<file path="src/rtl/dvitx_pkg.sv">
// Shared types and constants for the DVI transmitter input control block
package dvitx_pkg;
  // Clock and de-skew timing
  localparam int CLK_PERIOD_NS = 10;
  localparam int DESKEW_STEP_NS = 10;
  localparam int STEP_CYC = (DESKEW_STEP_NS + CLK_PERIOD_NS - 1) / CLK_PERIOD_NS;
  localparam int DK_SPAN = 8;
  localparam int DK_MID = 4;
  localparam int HIST_N = DK_SPAN * STEP_CYC + 1;
  localparam int LEAD = DK_MID * STEP_CYC;
  localparam logic [2:0] DK_DEFAULT = 3'h4;
  // Bus and serial address
  localparam int ADR_W = 10;
  localparam logic [3:0] SLAVE_ADDR_HI = 4'h7;
  // Register indices, byte address is four times the index
  localparam logic [7:0] IDX_MODE = 8'h08;
  localparam logic [7:0] IDX_DET = 8'h09;
  localparam logic [7:0] IDX_DSK = 8'h0A;
  localparam logic [7:0] IDX_PIX_START = 8'h32;
  localparam logic [7:0] IDX_DEN_CTRL = 8'h33;
  localparam logic [7:0] IDX_LINE_START = 8'h34;
  localparam logic [7:0] IDX_PIX_LEN_LO = 8'h36;
  localparam logic [7:0] IDX_PIX_LEN_HI = 8'h37;
  localparam logic [7:0] IDX_LINE_LEN_LO = 8'h38;
  localparam logic [7:0] IDX_LINE_LEN_HI = 8'h39;
  localparam logic [7:0] IDX_MPIX_LO = 8'h3A;
  localparam logic [7:0] IDX_MPIX_HI = 8'h3B;
  localparam logic [7:0] IDX_MLIN_LO = 8'h3C;
  localparam logic [7:0] IDX_MLIN_HI = 8'h3D;
  // Field positions
  localparam int MODE_PD = 0;
  localparam int MODE_EDGE = 1;
  localparam int MODE_BUS_WIDTH_SELECT = 2;
  localparam int MODE_CLOCK_TYPE_SELECT = 3;
  localparam int DET_IRQ = 0;
  localparam int DET_HPLG = 1;
  localparam int DET_RECEIVER_SENSE = 2;
  localparam int DET_IRQ_SOURCE_SELECT = 3;
  localparam int DET_SENSE_OUT_SELECT = 4;
  localparam int DSK_EN = 4;
  localparam int DSK_CODE = 5;
  localparam int DEN_PIX8 = 0;
  localparam int DEN_HPOL = 4;
  localparam int DEN_VPOL = 5;
  localparam int DEN_GEN = 6;
  localparam logic [3:0] MODE_RESET = 4'hE;

  typedef enum logic [2:0] {
    DVITX_MS_OFF, DVITX_MS_IRQ, DVITX_MS_RECEIVER_SENSE, DVITX_MS_HPLG
  } dvitx_sense_out_select_t;
  typedef struct packed {
    logic [7:0] red;
    logic [7:0] green;
    logic [7:0] blue;
  } dvitx_pixel_t;
  typedef struct packed {
    logic vsync;
    logic hsync;
    logic den;
    dvitx_pixel_t pix;
  } dvitx_sample_t;
  typedef struct packed {
    logic bus_width_select;
    logic clock_type_select;
    logic edge_rise;
    logic pd_n;
    logic dk_en;
    logic [2:0] dk_code;
  } dvitx_cfg_t;
  typedef struct packed {
    logic cfg_sel;
    logic [2:0] addr_sel;
    logic hot_plug;
    logic rsense;
    dvitx_cfg_t strap;
    logic pclk;
    dvitx_sample_t smp;
  } dvitx_pins_t;
  typedef struct packed {
    dvitx_cfg_t mode;
    logic irq_source_select;
    dvitx_sense_out_select_t sense_out_select;
    logic irq;
    logic [8:0] pix_start;
    logic gen;
    logic vpol;
    logic hpol;
    logic [6:0] line_start;
    logic [10:0] pix_len;
    logic [10:0] line_len;
  } dvitx_regs_t;
  localparam dvitx_regs_t REGS_RST = '{
    mode: '{bus_width_select: MODE_RESET[MODE_BUS_WIDTH_SELECT], clock_type_select: MODE_RESET[MODE_CLOCK_TYPE_SELECT],
            edge_rise: MODE_RESET[MODE_EDGE], pd_n: MODE_RESET[MODE_PD],
            dk_en: 1'b0, dk_code: 3'h0},
    sense_out_select: DVITX_MS_OFF, default: '0};
  typedef struct packed {
    dvitx_pins_t s1;
    dvitx_pins_t s2;
    dvitx_pins_t s3;
    dvitx_pins_t stb;
    dvitx_sample_t [HIST_N-1:0] hist;
    logic [LEAD-1:0] edly;
    dvitx_regs_t regs;
    logic [10:0] pcount;
    logic [10:0] lcount;
    logic [10:0] meas_pix;
    logic [10:0] meas_lin;
    logic hs_prev;
    logic vs_prev;
    logic ack;
    logic [31:0] rdat;
    dvitx_cfg_t cfg;
    dvitx_sample_t out;
    logic pvalid;
    logic ms_out;
    logic ms_oe;
    logic [7:0] saddr;
  } dvitx_state_t;
  localparam dvitx_state_t ST_RST = '{regs: REGS_RST, default: '0};
endpackage : dvitx_pkg

</file>
<file path="src/rtl/dvitx_input_ctrl.sv">
// Input control of a DVI transmitter: pixel capture, detect, DE generator
`timescale 1ns/1ps

// Overview of operation
// - 24-bit pixel: red on top byte, green middle, blue lowest byte.
// - De-skew enable picks coded sampling offset, else fixed default offset.
// - Offset equals code minus four, in whole steps, minus four to plus three.
// - Only the data capture instant moves; pixel clock itself untouched.
// - De-skew settings from straps without serial access, else registers.
// - Receiver-sense status bit shows an attached receiver.
// - Hot-plug status bit follows the hot-plug input level.
// - Without serial access, receiver sense drives the monitor-sense pin.
// - With serial access, select field routes hot-plug, sense, irq or off.
// - Source select picks watched signal; any change sets interrupt status.
// - Interrupt status sticks until software writes one; zero does nothing.
// - Select pin low: configuration from straps, serial access disabled.
// - Select pin high: configuration from register bits, serial enabled.
// - Low pulse on select pin returns all registers but the measured counts to defaults.
// - Generator enabled: internal data-enable replaces external input.
// - Generated enable starts lines after vsync, lasts programmed lines.
// - Within line, starts pixels after hsync, lasts programmed pixels.
// - Lines per frame and pixels per line counted while powered up, always readable.
// - Single-byte accesses only; each byte addressed on its own.
// - Slave address 0111, three pin bits, then read/write bit.
// - Power-down bit zero powers down and is the reset value.
module dvitx_input_ctrl
(
  input wire logic clk_i,
  input wire logic rst_i,
  input wire logic wb_cyc_i,
  input wire logic wb_stb_i,
  input wire logic wb_we_i,
  input wire logic [dvitx_pkg::ADR_W-1:0] wb_adr_i,
  input wire logic [3:0] wb_sel_i,
  input wire logic [31:0] wb_dat_i,
  output logic [31:0] wb_dat_o,
  output logic wb_ack_o,
  input wire logic cfg_select_reset_i,
  input wire logic [2:0] slave_addr_sel_i,
  input wire logic hot_plug_level_i,
  input wire logic receiver_sense_i,
  input wire logic strap_bus_width_select_i,
  input wire logic strap_clock_type_select_i,
  input wire logic strap_edge_i,
  input wire logic strap_power_down_n_i,
  input wire logic strap_deskew_enable_i,
  input wire logic [2:0] strap_deskew_code_i,
  input wire logic pixel_in_clock_i,
  input wire logic [23:0] pixel_data_i,
  input wire logic den_i,
  input wire logic hsync_i,
  input wire logic vsync_i,
  output dvitx_pkg::dvitx_pixel_t pixel_o,
  output logic pixel_valid_o,
  output logic den_o,
  output logic hsync_o,
  output logic vsync_o,
  output logic monitor_sense_out_o,
  output logic monitor_sense_oe_o,
  output logic bus_width_select_o,
  output logic clock_type_select_o,
  output logic edge_o,
  output logic power_down_n_o,
  output logic [7:0] slave_address_o
);
  localparam int TAP_W = $clog2(dvitx_pkg::HIST_N);

  dvitx_pkg::dvitx_state_t q;
  dvitx_pkg::dvitx_state_t n;
  dvitx_pkg::dvitx_pins_t pin_w;
  dvitx_pkg::dvitx_sample_t smp;
  logic ser;
  logic pclk_edge;
  logic cap;
  logic [2:0] code;
  logic [TAP_W-1:0] tap;
  logic req;
  logic wr;
  logic [7:0] idx;
  logic [7:0] d;
  logic hs_act;
  logic vs_act;
  logic hs_start;
  logic vs_start;
  logic [10:0] pcount_nxt;
  logic [10:0] lcount_nxt;
  logic lwin;
  logic pwin;
  logic chg;
  logic w1c;

  // Gather every asynchronous pin into one sampled vector
  // red top, blue lowest
  assign pin_w = {cfg_select_reset_i, slave_addr_sel_i, hot_plug_level_i,
    receiver_sense_i, strap_bus_width_select_i, strap_clock_type_select_i,
    strap_edge_i, strap_power_down_n_i, strap_deskew_enable_i,
    strap_deskew_code_i, pixel_in_clock_i, vsync_i, hsync_i, den_i,
    pixel_data_i};

  // Bus decode
  assign req = wb_cyc_i & wb_stb_i & ~q.ack;
  // low byte lane only, committed on the acknowledged edge
  assign wr = wb_cyc_i & wb_stb_i & q.ack & wb_we_i & wb_sel_i[0];
  assign idx = wb_adr_i[dvitx_pkg::ADR_W-1:2];
  assign d = wb_dat_i[7:0];

  // Serial access follows the filtered select pin
  assign ser = q.stb.cfg_sel;

  // Latching edge of the filtered pixel clock
  // clock only observed, never altered
  assign pclk_edge = (q.s3.pclk == q.s2.pclk) && (q.s3.pclk != q.stb.pclk)
    && (q.s3.pclk == q.cfg.edge_rise);

  assign code = q.cfg.dk_en ? q.cfg.dk_code : dvitx_pkg::DK_DEFAULT;
  // tap distance is (code - 4) steps around the edge
  assign tap = TAP_W'((dvitx_pkg::DK_SPAN - int'(code))
    * dvitx_pkg::STEP_CYC);
  assign cap = q.edly[dvitx_pkg::LEAD-1] & q.cfg.pd_n;
  assign smp = q.hist[tap];

  // Sync activity from the programmed polarities
  // vsync polarity
  assign vs_act = smp.vsync == q.regs.vpol;
  assign hs_act = smp.hsync == q.regs.hpol;
  assign hs_start = hs_act & ~q.hs_prev;
  assign vs_start = vs_act & ~q.vs_prev;

  // Line and pixel counters, saturating
  assign pcount_nxt = hs_start ? 11'h000 :
    (&q.pcount ? q.pcount : q.pcount + 11'h001);
  assign lcount_nxt = vs_start ? 11'h000 :
    (hs_start && !(&q.lcount) ? q.lcount + 11'h001 : q.lcount);

  // Generator windows
  // line window
  assign lwin = ({5'h00, q.regs.line_start} <= {1'b0, lcount_nxt})
    && ({1'b0, lcount_nxt} < 12'({5'h00, q.regs.line_start}
    + {1'b0, q.regs.line_len}));
  assign pwin = ({3'h0, q.regs.pix_start} <= {1'b0, pcount_nxt})
    && ({1'b0, pcount_nxt} < 12'({3'h0, q.regs.pix_start}
    + {1'b0, q.regs.pix_len}));

  // Detect change and clear request
  // change of chosen signal
  // Filtered level flips once both late stages disagree with it
  assign chg = q.regs.irq_source_select
    ? (q.s2.rsense == q.s3.rsense && q.s3.rsense != q.stb.rsense)
    : (q.s2.hot_plug == q.s3.hot_plug && q.s3.hot_plug != q.stb.hot_plug);
  assign w1c = wr && idx == dvitx_pkg::IDX_DET && d[dvitx_pkg::DET_IRQ];

  // Next-state logic of the whole block
  always_comb
  begin
    n = q;
    n.s1 = pin_w;
    n.s2 = q.s1;
    n.s3 = q.s2;
    // Level counts once second and third stage agree
    n.stb = (q.s2 & q.s3) | (q.stb & (q.s2 | q.s3));
    n.hist = {q.hist[dvitx_pkg::HIST_N-2:0], q.stb.smp};
    n.edly = {q.edly[dvitx_pkg::LEAD-2:0], pclk_edge};
    // fixed upper nibble, pin bits, write direction
    n.saddr = {dvitx_pkg::SLAVE_ADDR_HI, q.stb.addr_sel, 1'b0};

    // de-skew source follows the same select
    n.cfg = ser ? q.regs.mode : q.stb.strap;

    // Pixel capture at the shifted sampling instant
    n.pvalid = cap;
    if (cap)
    begin
      n.out = smp;
      n.hs_prev = hs_act;
      n.vs_prev = vs_act;
      n.pcount = pcount_nxt;
      n.lcount = lcount_nxt;
      n.out.den = q.regs.gen ? (lwin & pwin) : smp.den;
      if (hs_start)
      begin
        n.meas_pix = q.pcount + 11'h001;
      end
      if (vs_start)
      begin
        // Line holding the vsync start counts as well
        n.meas_lin = q.lcount + 11'h001;
      end
    end

    n.regs.irq = chg | (q.regs.irq & ~w1c);

    // Register writes, one byte each
    if (wr)
    begin
      unique case (idx)
        dvitx_pkg::IDX_MODE:
        begin
          n.regs.mode.pd_n = d[dvitx_pkg::MODE_PD];
          n.regs.mode.edge_rise = d[dvitx_pkg::MODE_EDGE];
          n.regs.mode.bus_width_select = d[dvitx_pkg::MODE_BUS_WIDTH_SELECT];
          n.regs.mode.clock_type_select = d[dvitx_pkg::MODE_CLOCK_TYPE_SELECT];
        end
        dvitx_pkg::IDX_DET:
        begin
          n.regs.irq_source_select = d[dvitx_pkg::DET_IRQ_SOURCE_SELECT];
          n.regs.sense_out_select = dvitx_pkg::dvitx_sense_out_select_t'(d[dvitx_pkg::DET_SENSE_OUT_SELECT+:3]);
        end
        dvitx_pkg::IDX_DSK:
        begin
          n.regs.mode.dk_en = d[dvitx_pkg::DSK_EN];
          n.regs.mode.dk_code = d[dvitx_pkg::DSK_CODE+:3];
        end
        dvitx_pkg::IDX_PIX_START: n.regs.pix_start[7:0] = d;
        dvitx_pkg::IDX_DEN_CTRL:
        begin
          n.regs.pix_start[8] = d[dvitx_pkg::DEN_PIX8];
          n.regs.hpol = d[dvitx_pkg::DEN_HPOL];
          n.regs.vpol = d[dvitx_pkg::DEN_VPOL];
          n.regs.gen = d[dvitx_pkg::DEN_GEN];
        end
        dvitx_pkg::IDX_LINE_START: n.regs.line_start = d[6:0];
        dvitx_pkg::IDX_PIX_LEN_LO: n.regs.pix_len[7:0] = d;
        dvitx_pkg::IDX_PIX_LEN_HI: n.regs.pix_len[10:8] = d[2:0];
        dvitx_pkg::IDX_LINE_LEN_LO: n.regs.line_len[7:0] = d;
        dvitx_pkg::IDX_LINE_LEN_HI: n.regs.line_len[10:8] = d[2:0];
        default: n.regs = n.regs;
      endcase
    end

    // Register reads, unmapped read as zero
    n.ack = req;
    if (req && !wb_we_i)
    begin
      n.rdat = 32'h0000_0000;
      unique case (idx)
        dvitx_pkg::IDX_MODE: n.rdat[3:0] = {q.regs.mode.clock_type_select,
          q.regs.mode.bus_width_select, q.regs.mode.edge_rise, q.regs.mode.pd_n};
        dvitx_pkg::IDX_DET:
        begin
          n.rdat[dvitx_pkg::DET_IRQ] = q.regs.irq;
          n.rdat[dvitx_pkg::DET_HPLG] = q.stb.hot_plug;
          n.rdat[dvitx_pkg::DET_RECEIVER_SENSE] = q.stb.rsense;
          n.rdat[dvitx_pkg::DET_IRQ_SOURCE_SELECT] = q.regs.irq_source_select;
          n.rdat[dvitx_pkg::DET_SENSE_OUT_SELECT+:3] = q.regs.sense_out_select;
        end
        dvitx_pkg::IDX_DSK: n.rdat[7:4] = {q.regs.mode.dk_code,
          q.regs.mode.dk_en};
        dvitx_pkg::IDX_PIX_START: n.rdat[7:0] = q.regs.pix_start[7:0];
        dvitx_pkg::IDX_DEN_CTRL: n.rdat[6:0] = {q.regs.gen, q.regs.vpol,
          q.regs.hpol, 3'h0, q.regs.pix_start[8]};
        dvitx_pkg::IDX_LINE_START: n.rdat[6:0] = q.regs.line_start;
        dvitx_pkg::IDX_PIX_LEN_LO: n.rdat[7:0] = q.regs.pix_len[7:0];
        dvitx_pkg::IDX_PIX_LEN_HI: n.rdat[2:0] = q.regs.pix_len[10:8];
        dvitx_pkg::IDX_LINE_LEN_LO: n.rdat[7:0] = q.regs.line_len[7:0];
        dvitx_pkg::IDX_LINE_LEN_HI: n.rdat[2:0] = q.regs.line_len[10:8];
        dvitx_pkg::IDX_MPIX_LO: n.rdat[7:0] = q.meas_pix[7:0];
        dvitx_pkg::IDX_MPIX_HI: n.rdat[2:0] = q.meas_pix[10:8];
        dvitx_pkg::IDX_MLIN_LO: n.rdat[7:0] = q.meas_lin[7:0];
        dvitx_pkg::IDX_MLIN_HI: n.rdat[2:0] = q.meas_lin[10:8];
        default: n.rdat = 32'h0000_0000;
      endcase
    end

    // Monitor-sense pin routing
    // receiver sense while serial access off
    n.ms_oe = 1'b1;
    n.ms_out = q.stb.rsense;
    if (ser)
    begin
      unique case (q.regs.sense_out_select)
        dvitx_pkg::DVITX_MS_IRQ: n.ms_out = q.regs.irq;
        dvitx_pkg::DVITX_MS_RECEIVER_SENSE: n.ms_out = q.stb.rsense;
        dvitx_pkg::DVITX_MS_HPLG: n.ms_out = q.stb.hot_plug;
        default:
        begin
          n.ms_out = 1'b0;
          n.ms_oe = 1'b0;
        end
      endcase
    end

    // select pin low holds registers at defaults
    if (!ser)
    begin
      n.regs = dvitx_pkg::REGS_RST;
    end
    if (rst_i)
    begin
      n = dvitx_pkg::ST_RST;
    end
  end

  // State register
  always_ff @(posedge clk_i)
  begin
    q <= n;
  end

  // Outputs straight from state
  assign wb_dat_o = q.rdat;
  assign wb_ack_o = q.ack;
  assign pixel_o = q.out.pix;
  assign pixel_valid_o = q.pvalid;
  assign den_o = q.out.den;
  assign hsync_o = q.out.hsync;
  assign vsync_o = q.out.vsync;
  assign monitor_sense_out_o = q.ms_out;
  assign monitor_sense_oe_o = q.ms_oe;
  assign bus_width_select_o = q.cfg.bus_width_select;
  assign clock_type_select_o = q.cfg.clock_type_select;
  assign edge_o = q.cfg.edge_rise;
  assign power_down_n_o = q.cfg.pd_n;
  assign slave_address_o = q.saddr;
endmodule : dvitx_input_ctrl

</file>
<file path="config.mk">
export PLATFORM = sky130hd
export DESIGN_NAME = dvitx_input_ctrl
export DESIGN_NICKNAME = d
export VERILOG_FILES = /design/src/rtl/dvitx_pkg.sv /design/src/rtl/dvitx_input_ctrl.sv
export SDC_FILE = /design/constraint.sdc
export NUM_CORES = 1
export LEC_CHECK = 0
export BUFFER_PORTS_ARGS = -buffer_cell sky130_fd_sc_hd__buf_2
export CORE_ASPECT_RATIO = 1.1
export CORE_MARGIN = 2
export CORE_UTILIZATION = 36
export CTS_BUF_LIST = sky130_fd_sc_hd__clkbuf_8
export CTS_CLUSTER_DIAMETER = 40
export DETAILED_ROUTE_END_ITERATION = 6
export HOLD_SLACK_MARGIN = 0.12
export SLEW_MARGIN = 20
export SYNTH_ARGS = -nofsm -noshare
export SYNTH_HDL_FRONTEND = slang
export SYNTH_SLANG_ARGS = --single-unit
</file>
<file path="constraint.sdc">
create_clock -name clk_i -period 10.8 [get_ports clk_i]
set_clock_uncertainty 0.1 [all_clocks]
set_input_delay 0.54 -clock clk_i [delete_from_list [all_inputs] [get_ports clk_i]]
set_output_delay 0.54 -clock clk_i [all_outputs]
set_load 0.02 [all_outputs]
</file>
# Word level (Yosys, flattened, before mapping)
# Index checks and enable logic that the tools add are counted.
# W data, S select, Z words.
# word_totals
regBits	570
latchBits	0
ramBits	0
rom_bits	0
word_cells	269
n_memories	0
# classes
add_sub_neg	5
n_mul	0
div_mod_pow	0
magnitude_cmp	5
n_eq_ne	26
shift	0
muxes	18
bitwise	20
n_reduce_logical	28
# op_table
cell	n
$bmux W27 S4	1
$eq A8 B6 Y1 const B	11
$and A42 B42 Y42	2
$or A42 B42 Y42	2
$mux W11	4
$pmux W3 S13	1
$mux W27	1
$pmux W3 S9	1
$eq A8 B4 Y1 const B	3
$lt A11 B12 Y1	2
$reduce_and A2 Y1	12
$add A11 B1 Y11 const B	2
$reduce_and A11 Y1	2
$add A7 B11 Y12	1
$add A9 B11 Y12	1
$le A7 B11 Y1	1
$le A9 B11 Y1	1
$and A1 B1 Y1	10
$logic_and A1 B1 Y1	10
$mux W8	1
$pmux W1 S8	1
$mux W7	1
$eq A1 B1 Y1	6
$eq A3 B2 Y1 const B	2
14 further kinds	23

# Logic depth before layout (Yosys ltp)
# logic_depth
depth_word	13
mapped_depth	24
depth_no_buf	20

# Least setup slack after synthesis
# Ideal clock, no wire load.
# synth_timing
path_kind	reg2reg
startpoint	register q[41] (netlist name)
endpoint	register q, in the netlist den_o
arrival_time_ns	5.173
setup_slack_ns	5.447
path_stages_with_launch	24
path_buffers	5
synth_period_minus_slack_ns	5.353
cell_sequence	dfxtp_1 > nand2_1 > buf_4 > buf_1 > buf_2 > ha_1 > buf_6 > mux2i_1 > mux4_2 > a211o_1 > a211oi_4 > buf_4 > mux2i_1 > nor2_1 > inv_1 > ha_1 > nor2b_1 > o21a_1 > o21a_1 > o21ai_0 > nand2b_1 > maj3_2 > a21o_1 > a211oi_2
# synth_via
elab_chain_len	13
word_cells_on_any_way	20
classes_between	1 x add/sub; 4 x order compare; 2 x eq/ne; 7 x mux; 3 x bitwise; 3 x reduce/logical
# synth_lines
element	line_no	rtl
from (decl)	dvitx_input_ctrl.sv:68	dvitx_pkg::dvitx_state_t q;
from (signal assigned)	dvitx_input_ctrl.sv:296	q <= n;
$mux W3 *	dvitx_input_ctrl.sv:115	assign code = q.cfg.dk_en ? q.cfg.dk_code : dvitx_pkg::DK_DEFAULT;
$sub A4 B3 Y4 *	dvitx_input_ctrl.sv:117	assign tap = TAP_W'((dvitx_pkg::DK_SPAN - int'(code))
$bmux W27 S4 *	dvitx_input_ctrl.sv:120	assign smp = q.hist[tap];
$mux W27 (implied by the code) *	dvitx_input_ctrl.sv:120	
$eq A1 B1 Y1	dvitx_input_ctrl.sv:125	assign hs_act = smp.hsync == q.regs.hpol;
$and A1 B1 Y1	dvitx_input_ctrl.sv:126	assign hs_start = hs_act & ~q.hs_prev;
$logic_and A1 B1 Y1	dvitx_input_ctrl.sv:133	(hs_start && !(&q.lcount) ? q.lcount + 11'h001 : q.lcount);
$mux W11	dvitx_input_ctrl.sv:133	
$mux W11 *	dvitx_input_ctrl.sv:132	assign lcount_nxt = vs_start ? 11'h000 :
net lcount_nxt[1]	dvitx_input_ctrl.sv:86	logic [10:0] lcount_nxt;
$lt A11 B12 Y1 / $le A7 B11 Y1 (equally long branches)	dvitx_input_ctrl.sv:138, dvitx_input_ctrl.sv:137	
$logic_and A1 B1 Y1 *	dvitx_input_ctrl.sv:138	&& ({1'b0, lcount_nxt} < 12'({5'h00, q.regs.line_start}
$and A1 B1 Y1 *	dvitx_input_ctrl.sv:178	n.out.den = q.regs.gen ? (lwin & pwin) : smp.den;
$mux W1 *	dvitx_input_ctrl.sv:178	
# Mark *: on every way through the listed nets, which the timed path passes. The rest lies on a longest branch. The select of a mux whose other input is x is not followed.
# A chain may end at the register's enable or synchronous reset.

# Worst setup path after layout
# layout_timing
startpoint	register q[41] (netlist name)
endpoint	register q, in the netlist den_o
# layout_via
word_cells_on_any_way	20
classes_between	1 x add/sub; 4 x order compare; 2 x eq/ne; 7 x mux; 3 x bitwise; 3 x reduce/logical
# layout_rtl
element	line_no	rtl
$mux W3 *	dvitx_input_ctrl.sv:115	
$sub A4 B3 Y4 *	dvitx_input_ctrl.sv:117	
$bmux W27 S4 *	dvitx_input_ctrl.sv:120	
$mux W27 (implied by the code) *	dvitx_input_ctrl.sv:120	
$eq A1 B1 Y1 *	dvitx_input_ctrl.sv:125	
$and A1 B1 Y1 *	dvitx_input_ctrl.sv:126	
$mux W11 *	dvitx_input_ctrl.sv:130	assign pcount_nxt = hs_start ? 11'h000 :
net pcount_nxt[4]	dvitx_input_ctrl.sv:85	logic [10:0] pcount_nxt;
$lt A11 B12 Y1 / $le A9 B11 Y1 (equally long branches)	dvitx_input_ctrl.sv:141, dvitx_input_ctrl.sv:140	
$logic_and A1 B1 Y1 *	dvitx_input_ctrl.sv:141	&& ({1'b0, pcount_nxt} < 12'({3'h0, q.regs.pix_start}
$and A1 B1 Y1 *	dvitx_input_ctrl.sv:178	
$mux W1 *	dvitx_input_ctrl.sv:178	
# Marks and branches as above.

==> results.md <==
| Quantity | Reported | Unit |
|---|---|---|
| Hold Vio Cnt, Final | 0 | - |
| Element type at the critical path end | flip-flop | - |
| Final ANT Viol Nets | 0 | - |
| Clock slew at reported path FFs | 0.06 | ns |
| Floorplan Core Area | 60100 | µm² |
| Setup Viol. Count Final | 0 | - |
| Final number of max-transition violations | 0 | - |
| Commonest non-fill, non-tap cell in the layout | dfxtp_1 | - |
| Power per cell area | 165.5 | nW/µm² |
| GRT Total Usage | 0.1573 | - |
| Remaining routing DRC violations | 0 | - |
| Status | finished clean | - |
| Post-DR wirelength/cell | 15.52 | µm |
| Fill cells | 5794 | - |
| Count of routing violations after the opening detailed-route iteration | 744 | - |
| Synthesized instance count | 2150 | - |
| Die area | 62970 | µm² |
| Reg-to-reg setup timing slack | 4.61 | ns |
| Data arrival time of the worst path | 6.69 | ns |
| Reg2Reg Capture Point | den_o$_SDFFE_PP0P_ | - |
| Aggregate global routing overflow | 0 | - |
| Worst Hold Endpoint | q[144]$_SDFFE_PP0P_ | - |
| EDFF count, synth | 0 | - |
| Synth top area share | 0.5162 | - |
| Transition at the pin with the smallest max-transition slack | 1.021 | ns |
| Final #Nets | 2445 | - |
| Fmax | 161.5 | MHz |
| Count of maximum capacitance violations | 0 | - |
| Worst Reg-to-Reg Cells | 19 | - |
| Commonest non-fill, non-tap cells in the layout | 566 x dfxtp_1, 383 x nor2b_1, 165 x nor2_1, 150 x a21oi_1, 125 x clkbuf_8 | - |
| CTS buffer count | 99 | - |
| Startpoint of the worst register-to-register path | q[41]$_SDFF_PP0_ | - |
| Leakage power figure | 9.729 | nW |
| Post_cts resized | 0 | - |
| WS Path Type | flip-flop to flip-flop | - |
| Setup_tns | 0 | ns |
| Wire length of the first global-routing pass | 78920 | µm |
| Pin count of the biggest net entering global routing | 106 | - |
| Register area share after synthesis | 0.5162 | - |
| Worst hold path stage count | 3 | - |
| Proportion of synthesized flip-flops having asynchronous set or reset | 0 | - |
| Min-Delay Path Class | input pin to flip-flop | - |
| Worst Setup Slack post-DPL | 4.498 | ns |
| Synthesis-stage register bit count | 566 | - |
| Growth of design area from synthesis to finish | 16.80 | % |
| Required time reported for the critical path endpoint | 11.30 | ns |
| Distinct cell type count after synthesis | 66 | - |
| Crit start category | flip-flop | - |
| Clock latency on the worst-skew pair | 0.71 | ns |
| Start point of the worst hold path | wb_dat_i[0] | - |
| Clock tree buffer depth | 3 | - |
| Number of standard-cell rows in the floorplan | 94 | - |
| Share of post-route cells with drive strength above 1 | 0.1519 | - |
| Hold buffer count at CTS | 65 | - |
| Detailed-placement wirelength estimate | 32850 | µm |
| PortBufs | 112 | - |
| Leading area contributor after synthesis | dfxtp_1 | - |
| Global placer's final weighted congestion | 0.9044 | - |
| Main synth FF type | dfxtp_1 | - |
| Sink count of the clock tree | 566 | - |
| Vias | 15030 | - |
| Clk root buf | clkbuf_8 | - |
| Routed WL | 49470 | µm |
| Average via count per standard cell | 4.715 | - |
| Worst VDD drop | 0.07530 | mV |
| Die H | 263.0 | µm |
| Average size of a mapped cell | 10.21 | µm² |
| YS warnings | 0 | - |
| CTS tree | done | - |
| Die width | 239.4 | µm |
| Headroom to the max-slew limit | 0.3156 | - |
| Share of the cycle needed by the critical path after routing | 0.5733 | - |
| Dominant cells by area after synthesis | dfxtp_1 52%, nor2b_1 11%, mux4_2 5.3%, mux2i_1 4.7%, a21oi_1 3.4% | - |
| Worst Path Max Fanout | 29 | - |
| First-pass iteration count of the detailed router | 5 | - |
| Deepest level of the CTS H-tree | 3 | - |
| Cell area after synthesis | 21950 | µm² |
| Effective utilization at floorplan | 0.3653 | - |
| Io pins | 168 | - |
| Post-layout minimum cycle time | 6.192 | ns |
| Antenna violations before repair | 1 | - |
| Buffers inserted during post-CTS setup optimization | 0 | - |
| Vias in the first global route | 14860 | - |
| Fin worst setup slack | 4.608 | ns |
| Unrepaired setup endpoints after global routing | no | - |
-- power breakdown --
part           switching [mW]  leakage, nW  total, mW  internal [mW]
registers             0.00874         4.58       2.12           2.11
logic                  0.0643         3.98      0.106         0.0417
clock network           0.906         1.16       2.02           1.11
total                   0.979         9.73       4.24           3.27
-- through the flow --
step | cell area (µm²) | hold slack (ns) | cells | power, mW | util
2_1_floorplan | 22050 | 0.3138 | 2175 | 2.231 | -
3_3_place_gp | 22860 | 0.3160 | 2941 | 2.252 | 0.3804
3_5_place_dp | 22860 | 0.3251 | 2941 | 2.254 | 0.3804
4_1_cts | 25640 | 0.1333 | 3186 | 4.317 | 0.4266
5_1_grt | 25640 | 0.1753 | 3187 | 4.425 | 0.4266
6_report | 25640 | 0.1973 | 3187 | 4.245 | 0.4266
-- cell families (layout without fill, tap and decap cells) --
| group | after synthesis | count (layout) | share of synthesized area |
|---|---|---|---|
| muxes | 156 | 156 | 0.1010 |
| xor gates and xnor gates | 48 | 48 | 0.02001 |
| DFF | 566 | 566 | 0.5162 |
| and+or+nand+nor | 757 | 757 | 0.1816 |
| adders and majority gates | 62 | 62 | 0.03596 |
| AOI/OAI and AO/OA | 340 | 340 | 0.09564 |
| buffers and inverters | 220 | 415 | 0.04942 |
| other | 1 | 27 | 0.0001708 |
-- cell usage after synthesis (all sizes together), types with 13 or more instances --
| cell type | number |
|---|---|
| clkbuf | 94 |
| a211oi | 47 |
| xnor2 | 25 |
| nor2 | 166 |
| inv | 39 |
| nor2b | 383 |
| mux4 | 52 |
| a21o | 14 |
| a21oi | 151 |
| nand3 | 13 |
| buf | 86 |
| xor2 | 23 |
| ha | 59 |
| o21ai | 62 |
| nand2 | 127 |
| mux2i | 103 |
| nor3 | 23 |
| dfxtp | 566 |
-- layout make-up --
type	instances	area, µm²	area share
multi-input cells	1389	9657	0.3766
well taps	816	1021	0.03982
inverters	40	150.1	0.005856
clock buffers	125	1720	0.06710
clock inverters	55	402.9	0.01571
diodes	1	2.502	0.00009759
repair buffers	195	1356	0.05290
flip-flops and latches	566	11330	0.4419
-- how the worst max path moves through the flow --
stage	endpoint	cells after the start	slack, ns	startpoint
after floorplan	den_o$_SDFFE_PP0P_	23	5.45	q[41]$_SDFF_PP0_
after global placement	den_o$_SDFFE_PP0P_	20	4.59	q[41]$_SDFF_PP0_
after detailed placement	den_o$_SDFFE_PP0P_	19	4.50	q[41]$_SDFF_PP0_
after CTS	den_o$_SDFFE_PP0P_	19	4.45	q[41]$_SDFF_PP0_
after global routing	den_o$_SDFFE_PP0P_	19	4.02	q[41]$_SDFF_PP0_
final	den_o$_SDFFE_PP0P_	19	4.61	q[41]$_SDFF_PP0_
-- critical path: stages (launching register included) --
cell and delay [ns]:
dfxtp_1 0.35, nand2_4 0.46, ha_2 0.88, xor2_4 0.18, buf_4 0.49, mux4_2 0.45, a211o_1 0.41, a21oi_2 0.63
a21oi_1 0.23, inv_1 0.11, ha_1 0.24, a21oi_1 0.14, nor2b_1 0.06, o21ai_0 0.16, nand2_1 0.09, a211oi_1 0.24
nor3_1 0.11, nor4b_1 0.29, a41oi_1 0.19, a211oi_2 0.26
-- sequential cells by signal (all words and copies together), names as in the netlist, 4 cells and up --
name / cells
q: 518
pixel_o: 24
wb_dat_o: 8
slave_address_o: 4
-- metal layers --
layer  up-vias  track usage  wire length [µm]
li1       7517            -                 -
met1      7135       0.2006             22620
met2       286       0.2583             23330
met3        89      0.03387              2116
met4         0      0.06267              1397
met5         -            0                 0
Power figures use the tool's default switching activity.
